==> src/logic/ufa_pkg.sv <==
// Purpose: constants and types for the serial port with framing error and address match
// Assumes: CLK_SYS is the oscillator clock that sets the fixed mode rates
// Notes:   register offsets are byte addresses on the special function register port
package ufa_pkg;
	// special function register addresses
	localparam logic [7:0] ADDR_PWR   = 8'h87;
	localparam logic [7:0] ADDR_SERIAL_CONTROL_REG  = 8'h98;
	localparam logic [7:0] ADDR_SBUF  = 8'h99;
	localparam logic [7:0] ADDR_SLAVE_ADDRESS = 8'hA9;
	localparam logic [7:0] ADDR_SLAVE_ADDRESS_MASK = 8'hB9;
	// power control bit positions
	localparam int PWR_DBL  = 7;
	localparam int PWR_FSEL = 6;
	// mode codes {mode bit 0, mode bit 1}
	localparam logic [1:0] MODE_SHIFT = 2'h0;
	localparam logic [1:0] MODE_UART8 = 2'h1;
	localparam logic [1:0] MODE_FIX9  = 2'h2;
	localparam logic [1:0] MODE_VAR9  = 2'h3;
	// rate dividers in oscillator clocks
	localparam logic [3:0] DIV_SHIFT  = 4'hC;
	localparam logic [3:0] SHIFT_HALF = 4'h6;
	localparam logic [3:0] DIV_FIX    = 4'h4;
	localparam logic [3:0] DIV_FIX_DB = 4'h2;
	// sample ticks per bit and bit counts
	localparam logic [3:0] OVS_LAST   = 4'hF;
	localparam logic [3:0] OVS_MID    = 4'h7;
	localparam logic [3:0] LAST_8     = 4'h9;
	localparam logic [3:0] LAST_9     = 4'hA;
	localparam logic [3:0] SHIFT_LAST = 4'h7;
	localparam logic [7:0] RST_BYTE   = 8'h00;
	// serial control register layout, mode bit 0 sits at bit 7
	typedef struct packed {
		logic sm0;
		logic sm1;
		logic sm2;
		logic ren;
		logic tb8;
		logic rb8;
		logic ri;
		logic ti;
	} ufa_serial_control_reg_s;
	// register port request
	typedef struct packed {
		logic       wr;
		logic       rd;
		logic [7:0] addr;
		logic [7:0] wdata;
	} ufa_sfr_s;
	typedef enum logic [2:0] {TX_IDLE = 3'h1, TX_UART = 3'h2, TX_SHIFT = 3'h4} ufa_tx_e;
	typedef enum logic [2:0] {RX_IDLE = 3'h1, RX_UART = 3'h2, RX_SHIFT = 3'h4} ufa_rx_e;
endpackage

==> src/logic/ufa_uart.sv <==
// Purpose: four-mode serial port with framing error flag and address recognition
// Assumes: T1_OVF is a one-cycle pulse from a timer on CLK_SYS
// Notes:   reads answer on SFR_RDATA one clock after the read strobe
// Notes on behaviour
// - the doubler bit doubles the bit rate in the timer and fixed nine-bit modes.
// - bit 7 of serial control is the framing error flag when flag select is set, else mode bit 0.
// - a frame whose stop bit samples low sets the framing error flag.
// - the framing error flag stays set across good frames until software writes it clear.
// - mode 00 shifts at clock/12, 01 is 8-bit timer rate, 10 is 9-bit at clock/64 or /32, 11 is 9-bit timer rate.
// - in nine-bit modes with matching on, the receive flag rises only for ninth bit 1 and a matching byte.
// - in mode 1 with matching on, the receive flag rises only for a good stop bit and a matching byte.
// - shift mode ignores the match enable bit, which software keeps at 0 there.
// - frames are taken only while receive enable is 1, and clearing it stops reception.
// - nine-bit modes send the transmit ninth bit after the eighth data bit.
// - the receive ninth bit takes the ninth bit in nine-bit modes and the stop bit in mode 1 without matching.
// - the transmit flag sets after the eighth bit in shift mode and at stop bit start otherwise.
// - the receive flag sets after the eighth bit in shift mode and mid stop bit otherwise, subject to matching.
// - the given address is slave address and mask, mask zeros are ignored.
// - the broadcast address is slave address or mask, zeros in it are ignored.
// - slave address and mask reset to zero so every byte matches.
`timescale 1ns/1ps
module ufa_uart (
	input  wire logic             CLK_SYS,
	input  wire logic             NRST,
	input  wire ufa_pkg::ufa_sfr_s SFR_REQ,
	output logic [7:0]            SFR_RDATA,
	input  wire logic             T1_OVF,
	input  wire logic             RXD_IN,
	output logic                  RXD_OUT,
	output logic                  RXD_OE,
	output logic                  TXD_OUT
);
	ufa_pkg::ufa_serial_control_reg_s serial_control_reg, next_serial_control_reg;
	ufa_pkg::ufa_tx_e   tx_state, next_tx_state;
	ufa_pkg::ufa_rx_e   rx_state, next_rx_state;
	logic        fe, next_fe, dbl, next_dbl, fsel, next_fsel;
	logic [7:0]  slave_address, next_slave_address, slave_address_mask, next_slave_address_mask, sbuf_rx, next_sbuf_rx, next_rdata;
	logic [3:0]  div_cnt, next_div, tx_cnt, next_tx_cnt, tx_sub, next_tx_sub;
	logic [3:0]  rx_cnt, next_rx_cnt, rx_sub, next_rx_sub, tx_last;
	logic [10:0] tx_sh, next_tx_sh;
	logic [8:0]  rx_sh, next_rx_sh;
	logic        t1_half, next_t1h, tick, shift_en, nine, mode0, sbuf_wr;
	logic        next_txd, next_rxd_out, next_rxd_oe, tx_evt, rx_evt, fe_evt, rx_fin;
	logic        rx_s1, rx_s2, rx_s3, rx_b9, addr_match;
	logic [7:0]  rx_byte;
	logic [1:0]  mode;

	// mode decode and software strobes
	assign mode    = {serial_control_reg.sm0, serial_control_reg.sm1};
	assign nine    = serial_control_reg.sm0;
	assign mode0   = (mode == ufa_pkg::MODE_SHIFT);
	assign sbuf_wr = SFR_REQ.wr && (SFR_REQ.addr == ufa_pkg::ADDR_SBUF);
	assign tx_last = nine ? ufa_pkg::LAST_9 : ufa_pkg::LAST_8;

	// rate divider: shift enable in mode 0, sample tick otherwise
	always_comb begin
		next_div = div_cnt + 4'h1;
		next_t1h = t1_half;
		tick     = 1'b0;
		shift_en = 1'b0;
		case (mode)
			ufa_pkg::MODE_SHIFT: begin
				// held while idle so each transfer opens on a whole bit period
				if (tx_state == ufa_pkg::TX_IDLE && rx_state == ufa_pkg::RX_IDLE) begin
					next_div = 4'h0;
				end else if (div_cnt >= ufa_pkg::DIV_SHIFT - 4'h1) begin
					shift_en = 1'b1;
					next_div = 4'h0;
				end
			end
			ufa_pkg::MODE_FIX9: begin
				if (div_cnt >= (dbl ? ufa_pkg::DIV_FIX_DB : ufa_pkg::DIV_FIX) - 4'h1) begin
					tick     = 1'b1;
					next_div = 4'h0;
				end
			end
			default: begin
				next_div = 4'h0;
				if (T1_OVF) begin
					next_t1h = ~t1_half;
					tick     = dbl | t1_half;
				end
			end
		endcase
	end

	always_ff @(posedge CLK_SYS or negedge NRST) begin
		if (!NRST) begin
			div_cnt <= 4'h0;
			t1_half <= 1'b0;
		end else begin
			div_cnt <= next_div;
			t1_half <= next_t1h;
		end
	end

	// transmitter, least significant bit first
	always_comb begin
		next_tx_state = tx_state;
		next_tx_sh    = tx_sh;
		next_tx_cnt   = tx_cnt;
		next_tx_sub   = tx_sub;
		tx_evt        = 1'b0;
		case (tx_state)
			ufa_pkg::TX_IDLE: begin
				if (sbuf_wr) begin
					next_tx_cnt = 4'h0;
					next_tx_sub = 4'h0;
					if (mode0) begin
						next_tx_sh    = {3'h7, SFR_REQ.wdata};
						next_tx_state = ufa_pkg::TX_SHIFT;
					end else begin
						next_tx_sh    = {1'b1, nine ? serial_control_reg.tb8 : 1'b1, SFR_REQ.wdata, 1'b0};
						next_tx_state = ufa_pkg::TX_UART;
					end
				end
			end
			ufa_pkg::TX_UART: begin
				if (tick) begin
					next_tx_sub = tx_sub + 4'h1;
					if (tx_sub == ufa_pkg::OVS_LAST) begin
						next_tx_sh  = {1'b1, tx_sh[10:1]};
						next_tx_cnt = tx_cnt + 4'h1;
						if (tx_cnt == tx_last)
							next_tx_state = ufa_pkg::TX_IDLE;
						else if (tx_cnt + 4'h1 == tx_last)
							tx_evt = 1'b1;
					end
				end
			end
			ufa_pkg::TX_SHIFT: begin
				if (shift_en) begin
					next_tx_sh  = {1'b1, tx_sh[10:1]};
					next_tx_cnt = tx_cnt + 4'h1;
					if (tx_cnt == ufa_pkg::SHIFT_LAST) begin
						tx_evt        = 1'b1;
						next_tx_state = ufa_pkg::TX_IDLE;
					end
				end
			end
			default: next_tx_state = ufa_pkg::TX_IDLE;
		endcase
		// pins: mode 0 drives data on the receive pin and the shift clock on transmit
		next_rxd_oe  = (next_tx_state == ufa_pkg::TX_SHIFT);
		next_rxd_out = next_rxd_oe ? next_tx_sh[0] : 1'b1;
		if (next_rxd_oe || next_rx_state == ufa_pkg::RX_SHIFT)
			next_txd = (next_div >= ufa_pkg::SHIFT_HALF);
		else
			next_txd = (next_tx_state == ufa_pkg::TX_UART) ? next_tx_sh[0] : 1'b1;
	end

	always_ff @(posedge CLK_SYS or negedge NRST) begin
		if (!NRST) begin
			tx_state <= ufa_pkg::TX_IDLE;
			tx_sh    <= 11'h7FF;
			tx_cnt   <= 4'h0;
			tx_sub   <= 4'h0;
			TXD_OUT  <= 1'b1;
			RXD_OUT  <= 1'b1;
			RXD_OE   <= 1'b0;
		end else begin
			tx_state <= next_tx_state;
			tx_sh    <= next_tx_sh;
			tx_cnt   <= next_tx_cnt;
			tx_sub   <= next_tx_sub;
			TXD_OUT  <= next_txd;
			RXD_OUT  <= next_rxd_out;
			RXD_OE   <= next_rxd_oe;
		end
	end

	// receive pin synchroniser plus one stage for edge detect
	always_ff @(posedge CLK_SYS or negedge NRST) begin
		if (!NRST) begin
			rx_s1 <= 1'b1;
			rx_s2 <= 1'b1;
			rx_s3 <= 1'b1;
		end else begin
			rx_s1 <= RXD_IN;
			rx_s2 <= rx_s1;
			rx_s3 <= rx_s2;
		end
	end

	// address recognition against given and broadcast addresses
	assign rx_byte    = mode0 ? {rx_s2, rx_sh[8:2]} : (nine ? rx_sh[7:0] : rx_sh[8:1]);
	assign rx_b9      = nine ? rx_sh[8] : rx_s2;
	assign addr_match = (((rx_byte ^ slave_address) & slave_address_mask) == 8'h00)
		|| ((rx_byte & (slave_address | slave_address_mask)) == (slave_address | slave_address_mask));

	// receiver: start edge, mid-bit samples, finish at mid stop bit
	always_comb begin
		next_rx_state = rx_state;
		next_rx_sh    = rx_sh;
		next_rx_cnt   = rx_cnt;
		next_rx_sub   = rx_sub;
		rx_fin        = 1'b0;
		rx_evt        = 1'b0;
		case (rx_state)
			ufa_pkg::RX_IDLE: begin
				next_rx_cnt = 4'h0;
				next_rx_sub = 4'h0;
				if (mode0 && !serial_control_reg.ri && tx_state == ufa_pkg::TX_IDLE && !sbuf_wr)
					next_rx_state = ufa_pkg::RX_SHIFT;
				else if (!mode0 && rx_s3 && !rx_s2)
					next_rx_state = ufa_pkg::RX_UART;
			end
			ufa_pkg::RX_UART: begin
				if (tick) begin
					next_rx_sub = rx_sub + 4'h1;
					if (rx_sub == ufa_pkg::OVS_MID) begin
						next_rx_cnt = rx_cnt + 4'h1;
						if (rx_cnt == 4'h0 && rx_s2) begin
							next_rx_state = ufa_pkg::RX_IDLE;
						end else if (rx_cnt == tx_last) begin
							rx_fin        = 1'b1;
							next_rx_state = ufa_pkg::RX_IDLE;
						end else if (rx_cnt != 4'h0) begin
							next_rx_sh = {rx_s2, rx_sh[8:1]};
						end
					end
				end
			end
			ufa_pkg::RX_SHIFT: begin
				if (shift_en) begin
					next_rx_sh  = {rx_s2, rx_sh[8:1]};
					next_rx_cnt = rx_cnt + 4'h1;
					if (rx_cnt == ufa_pkg::SHIFT_LAST) begin
						rx_evt        = !serial_control_reg.ri;
						next_rx_state = ufa_pkg::RX_IDLE;
					end
				end
			end
			default: next_rx_state = ufa_pkg::RX_IDLE;
		endcase
		if (rx_fin && !serial_control_reg.ri) begin
			if (!serial_control_reg.sm2)
				rx_evt = 1'b1;
			else if (nine)
				rx_evt = rx_b9 && addr_match;
			else
				rx_evt = rx_s2 && addr_match;
		end
		if (!serial_control_reg.ren)
			next_rx_state = ufa_pkg::RX_IDLE;
	end
	assign fe_evt = rx_fin && !rx_s2;

	always_ff @(posedge CLK_SYS or negedge NRST) begin
		if (!NRST) begin
			rx_state <= ufa_pkg::RX_IDLE;
			rx_sh    <= 9'h000;
			rx_cnt   <= 4'h0;
			rx_sub   <= 4'h0;
		end else begin
			rx_state <= next_rx_state;
			rx_sh    <= next_rx_sh;
			rx_cnt   <= next_rx_cnt;
			rx_sub   <= next_rx_sub;
		end
	end

	// register writes, then hardware events so a set beats a clear
	always_comb begin
		next_serial_control_reg    = serial_control_reg;
		next_fe      = fe;
		next_dbl     = dbl;
		next_fsel    = fsel;
		next_slave_address   = slave_address;
		next_slave_address_mask   = slave_address_mask;
		next_sbuf_rx = sbuf_rx;
		next_rdata   = SFR_RDATA;
		if (SFR_REQ.wr) begin
			case (SFR_REQ.addr)
				ufa_pkg::ADDR_PWR: begin
					next_dbl  = SFR_REQ.wdata[ufa_pkg::PWR_DBL];
					next_fsel = SFR_REQ.wdata[ufa_pkg::PWR_FSEL];
				end
				ufa_pkg::ADDR_SERIAL_CONTROL_REG: begin
					next_serial_control_reg = ufa_pkg::ufa_serial_control_reg_s'(SFR_REQ.wdata);
					if (fsel) begin
						next_serial_control_reg.sm0 = serial_control_reg.sm0;
						next_fe       = SFR_REQ.wdata[7];
					end
				end
				ufa_pkg::ADDR_SLAVE_ADDRESS: next_slave_address = SFR_REQ.wdata;
				ufa_pkg::ADDR_SLAVE_ADDRESS_MASK: next_slave_address_mask = SFR_REQ.wdata;
				default: next_sbuf_rx = sbuf_rx;
			endcase
		end
		if (tx_evt)
			next_serial_control_reg.ti = 1'b1;
		if (fe_evt)
			next_fe = 1'b1;
		if (rx_evt) begin
			next_serial_control_reg.ri = 1'b1;
			next_sbuf_rx = rx_byte;
			if (!mode0)
				next_serial_control_reg.rb8 = rx_b9;
		end
		if (SFR_REQ.rd) begin
			case (SFR_REQ.addr)
				ufa_pkg::ADDR_PWR:   next_rdata = {dbl, fsel, 6'h00};
				ufa_pkg::ADDR_SERIAL_CONTROL_REG:  next_rdata = {fsel ? fe : serial_control_reg.sm0, serial_control_reg[6:0]};
				ufa_pkg::ADDR_SBUF:  next_rdata = sbuf_rx;
				ufa_pkg::ADDR_SLAVE_ADDRESS: next_rdata = slave_address;
				ufa_pkg::ADDR_SLAVE_ADDRESS_MASK: next_rdata = slave_address_mask;
				default:             next_rdata = 8'h00;
			endcase
		end
	end

	always_ff @(posedge CLK_SYS or negedge NRST) begin
		if (!NRST) begin
			serial_control_reg      <= ufa_pkg::ufa_serial_control_reg_s'(ufa_pkg::RST_BYTE);
			fe        <= 1'b0;
			dbl       <= 1'b0;
			fsel      <= 1'b0;
			slave_address     <= ufa_pkg::RST_BYTE;
			slave_address_mask     <= ufa_pkg::RST_BYTE;
			sbuf_rx   <= ufa_pkg::RST_BYTE;
			SFR_RDATA <= ufa_pkg::RST_BYTE;
		end else begin
			serial_control_reg      <= next_serial_control_reg;
			fe        <= next_fe;
			dbl       <= next_dbl;
			fsel      <= next_fsel;
			slave_address     <= next_slave_address;
			slave_address_mask     <= next_slave_address_mask;
			sbuf_rx   <= next_sbuf_rx;
			SFR_RDATA <= next_rdata;
		end
	end
endmodule // ufa_uart

==> config.mk <==
export PLATFORM = sky130hd
export DESIGN_NAME = ufa_uart
export DESIGN_NICKNAME = d
export VERILOG_FILES = /design/src/logic/ufa_pkg.sv /design/src/logic/ufa_uart.sv
export SDC_FILE = /design/constraint.sdc
export NUM_CORES = 1
export LEC_CHECK = 0
export BUFFER_PORTS_ARGS = -buffer_cell sky130_fd_sc_hd__buf_2
export CAP_MARGIN = 20
export CORE_AREA = 4 4 110 112
export CTS_CLUSTER_SIZE = 25
export DETAILED_ROUTE_END_ITERATION = 8
export DIE_AREA = 0 0 114 116
export PLACE_DENSITY = 0.66
export SYNTH_ARGS = -nofsm -noshare
export SYNTH_HDL_FRONTEND = slang
export SYNTH_SLANG_ARGS = --single-unit
==> constraint.sdc <==
create_clock -name CLK_SYS -period 5.9 [get_ports CLK_SYS]
set_input_delay 0 -clock CLK_SYS [delete_from_list [all_inputs] [get_ports CLK_SYS]]
set_output_delay 0 -clock CLK_SYS [all_outputs]
set_load 0.03 [all_outputs]
# [Word-level counts from Yosys, hierarchy flattened]
# Index checks and enable logic that the tools add are counted.
[classes] order_cmp=3 n_eq_ne=33 n_reduce_logical=49 add_sub_neg=6 n_bitwise=8 muxes=92
[op_table] cell="$mux W3" count=19
[op_table] cell="$mux W9" count=6
[op_table] cell="$mux W4" count=12
[op_table] cell="$mux W11" count=4
[op_table] cell="$eq A8 B8 Y1 const B" count=5
[op_table] cell="$pmux W8 S5" count=1
[op_table] cell="$mux W1" count=34
[op_table] cell="$pmux W11 S3" count=1
[op_table] cell="$pmux W4 S2" count=3
[op_table] cell="$pmux W4 S3" count=2
[op_table] cell="$add A4 B1 Y4 const B" count=5
[op_table] cell="$ne A2 B2 Y1 const B" count=10
[op_table] cell="$reduce_bool A2 Y1" count=10
[op_table] cell="$pmux W3 S3" count=2
[op_table] cell="$pmux W9 S2" count=1
[op_table] cell="$and A8 B8 Y8" count=2
[op_table] cell="$mux W8" count=2
[op_table] cell="$reduce_and A2 Y1" count=8
[op_table] cell="$eq A3 B3 Y1 const B" count=4
[op_table] cell="$eq A4 B3 Y1 const B" count=3
[op_table] cell="$eq A4 B4 Y1" count=3
[op_table] cell="$logic_and A1 B1 Y1" count=12
[op_table] cell="$mux W10" count=1
[op_table] cell="$eq A3 B2 Y1 const B" count=3
[op_table] cell="other kinds (26)" count=38
[word_totals] in_bits=22 word_cells=223 reg_bits=96 output_inout_bits=11

# [Logic depth before layout (Yosys ltp)]
[logic_depth] ltp_word=12 mapped_depth=11

# [Least setup slack after synthesis]
# Ideal clock, no wire load.
[synth_timing] path_kind="reg2reg" startpoint="register dbl" endpoint="register tx_cnt[3]" required_ps=5775 path_buffers=1 slack_ps=3575 period_less_slack_ps=2325 arrival_time_ps=2200 path_stages_with_launch=9 path_cell_list="dfrtp_1 ha_1 a2111oi_4 o21a_2 nor3_1 a31o_2 buf_2 nor2_1 mux2_2"
[synth_between] elab_chain_cells=7 elab_cells_between_ends=9 cone_classes="1 x add/sub; 1 x order compare; 1 x eq/ne; 4 x mux; 1 x bitwise; 1 x reduce/logical"
[synth_lines] element="from (decl)" line_no="ufa_uart.sv:36" text="logic fe, next_fe, dbl, next_dbl, fsel, next_fsel;"
[synth_lines] element="from (signal assigned)" line_no="ufa_uart.sv:326" text="dbl <= next_dbl;"
[synth_lines] element="$mux W3" line_no="ufa_uart.sv:72" text="if (div_cnt >= (dbl ? ufa_pkg::DIV_FIX_DB : ufa_pkg::DIV_FIX) - 4'h1) begin"
[synth_lines] element="$sub A3 B1 Y4" line_no="ufa_uart.sv:72"
[synth_lines] element="$ge A4 B4 Y1" line_no="ufa_uart.sv:72"
[synth_lines] element="$mux W1" line_no="ufa_uart.sv:72"
[synth_lines] element="$pmux W1 S2 *" line_no="ufa_uart.sv:61" text="case (mode)"
[synth_lines] element="$ne A2 B2 Y1 (no source line) *"
[synth_lines] element="$reduce_and A5 Y1 (no source line) *"
[synth_lines] element="to (signal assigned)" line_no="ufa_uart.sv:164" text="tx_cnt <= next_tx_cnt;"
[synth_lines] element="to (decl)" line_no="ufa_uart.sv:38" text="logic [3:0] div_cnt, next_div, tx_cnt, next_tx_cnt, tx_sub, next_tx_sub;"
# Mark *: on every way between the ends. The rest lies on a longest branch, timed or not.
# A chain may end at the register's enable or synchronous reset.

# [Worst setup path after layout]
# Ends and elaborated chain as after synthesis.

==> impl_results.md <==
* Status: finished clean
* Post-detail-place hpwl at 9.35 mm
* Final Cycle Share at 0.489
* Initial Util at 0.483
* Clock share of power at 0.431
* Wire per inst at 18.7 um
* Die width at 114 um
* Crit path capture type: register
* Max FFs per register at 11
* Psw at 0.380 mW
* DR DRC count at 0
* Setup fix buffers added after clock tree synthesis at 0
* CP Class: reg2reg
* Most flop-heavy register: tx_sh
* Power consumption at 1.50 mW
* Placer congestion estimate at 0.917
* Synthesized Nets at 538
* Highest Clock Rate at 0.346 GHz
* Post-Route Utilization at 0.543
* RSZ-0062 raised after global routing: false
* Initial antenna violation count at 0
* DRT Pass-1 Iters at 5
* Synthesis Warnings at 0
* HP Class: in2reg
* Initial drt markers at 280
* Sum of negative setup slack at 0 ns
* Gr usage total at 0.206
* Via density at 5.96
* Crit start category: register
* Worst Tran Pin Value at 0.959 ns
* Reg-to-reg startpoint: dbl
* Top_reg_cell synth: dfrtp_1
* Cell count after synthesis at 509
* Worst Path Required at 6.13 ns
* Area leader, netlist: dfrtp_1
* Pleak at 2.75 nW
* Worst slew margin at 0.361
* Clk sinks at 96
* Final ANT Viol Nets at 0
* PwrDens at 246 nW/um^2
* Distinct cell type count after synthesis at 68
* I/O pin count at 33
* Worst hold margin at 0.0253 ns
* Register area share after synthesis at 0.447
* Largest net degree at the start of global routing at 78
* Worst skew pair latency at 0.35 ns
* Crit path capture: tx_cnt[3]
* Final WL at 12.9 mm
* Post-CTS Resized at 0
* Clk_skew at 0.0118 ns
* Area of the die at 13200 um^2
* Max-Cap Viols at 0
* Post-synth top cells: dfrtp_1, mux2_2, nand2_1, nor2_1, mux2i_1
* Area of the multi-input gates at 2850 um^2
* Syn Area/Cell at 10.7 um^2
* Top Registers: tx_sh: 11 flops, rx_sh: 9 flops
* Sequential share of power at 0.477
* FF/Latch Area at 2420 um^2
* Tmin final at 2.89 ns
* Hold Buf Count CTS at 9
* FF-to-FF End: tx_cnt[3]
* Layout cell share with drive strength beyond 1 at 0.263
* TritonCTS clock tree: yes
* DIE HEIGHT at 116 um
* Vias in the first global route at 4139
* Core box area at 11200 um^2
* Fill cell count at 1004
* Switching share of power at 0.253
* Diodes inserted at 0
* Final Max Tran Viols at 0
* Fin worst setup slack at 3.01 ns
* Post-synth ARST share at 1.00
* Pint at 1.12 mW
* Clk buf depth at 2
* Top post-synthesis cells by area: dfrtp_1, mux2_2, dfstp_2
* Setup-failing EPs final at 0
* Share of the synthesized area in the top cell type at 0.360
* Pre-CTS setup slack at 3.03 ns
* Root Driver: clkbuf_16
* Synthesized flop and latch total at 96
* CP Max Fanout at 18
* # port buffers at 32
* Clock-pin slew on the worst setup and hold paths at 0.07 ns
* Via count at 4109
* H-tree Lvls at 3
* Crit path DAT at 3.12 ns
* First-pass GRT wire length at 21.6 mm
* Rows at 39
* Count leader, synth: dfrtp_1
* Area delta synth->final at 12.4%
* Nets at 571
* Mapped cell area at 5420 um^2
* Gr ovfl total at 0
* Cts bufs inserted at 9
* R2R Setup Slk at 3.01 ns
* Max rail drop VDD at 0.000197 V
* Worst Reg-to-Reg Cells at 7
* Fin. Hold Viols at 0
* Comb power frac at 0.093
* Critical path launch point: dbl
* EDFF count, synth at 0
-- per-stage QoR --
stage | instances | instance area (um^2)
2_1_floorplan | 509 | 5420
3_3_place_gp | 665 | 5680
3_5_place_dp | 665 | 5680
4_1_cts | 690 | 6100
5_1_grt | 690 | 6100
6_report | 690 | 6100
-- kinds of logic after synthesis --
group / count (synthesis) / share of synthesized area
AO/OA/AOI/OAI: 117 / 0.154
XOR/XNOR: 21 / 0.0339
adder cells (fa/ha/maj): 7 / 0.0161
buffers and inverters: 33 / 0.0272
flip-flops: 96 / 0.447
multiplexers: 86 / 0.180
AND/OR/NAND/NOR: 149 / 0.142
-- metal layers --
| metal | up-vias | wire length [um] | GRT usage |
|---|---|---|---|
| li1 | 1942 | - | - |
| met1 | 2063 | 5830 | 0.275 |
| met2 | 82 | 6410 | 0.337 |
| met3 | 22 | 377 | 0.0407 |
| met4 | 0 | 293 | 0.0728 |
| met5 | - | 0 | 0 |
-- power groups by stage --
stage | clock [mW] | combinational, mW | sequential, mW
5_1_grt | 0.684 | 0.155 | 0.719
6_report | 0.647 | 0.139 | 0.715
4_1_cts | 0.657 | 0.140 | 0.715
2_1_floorplan | 0 | 0.0839 | 0.723
3_3_place_gp | 0 | 0.132 | 0.726
3_5_place_dp | 0 | 0.135 | 0.727
-- how the worst min path moves through the flow --
stage / endpoint / cells after the start / slack [ns] / start
2_1_floorplan: RXD_OE / 0 / -0.30 / NRST
3_3_place_gp: rx_sub[1] / 1 / -0.11 / NRST
3_5_place_dp: rx_sub[2] / 1 / -0.10 / NRST
4_1_cts: slave_address_mask[6] / 2 / 0.02 / SFR_REQ[6]
5_1_grt: slave_address_mask[6] / 2 / 0.03 / SFR_REQ[6]
6_report: slave_address_mask[6] / 2 / 0.03 / SFR_REQ[6]
-- placed cells by master (no fill, tap or decap), types with 10 or more instances in the layout --
master and count:
a22oi_1 11, buf_2 31, a21oi_1 19, mux2_4 11
nand3_1 15, o22ai_1 10, nor2_1 35, inv_1 12
mux2_2 47, nand2_1 36, dfrtp_1 78, o21ai_0 27
mux2i_1 28, xor2_1 18, dfstp_2 18
-- critical path, stage by stage (launching register included) --
cell       delay, ns
dfrtp_1         0.43
ha_1            0.35
a2111oi_4       0.37
o21a_2          0.28
nor3_1          0.08
a31o_2          0.32
nor2_1          0.54
mux2_2          0.40
-- cell type report --
class | instances | share of cell area
clock buffers | 9 | 0.0369
repair buffers | 43 | 0.0439
clock inverters | 7 | 0.0170
multi-input cells | 380 | 0.468
flip-flops and latches | 96 | 0.398
well taps | 143 | 0.0293
inverters | 12 | 0.00739
Power figures use the tool's default switching activity.
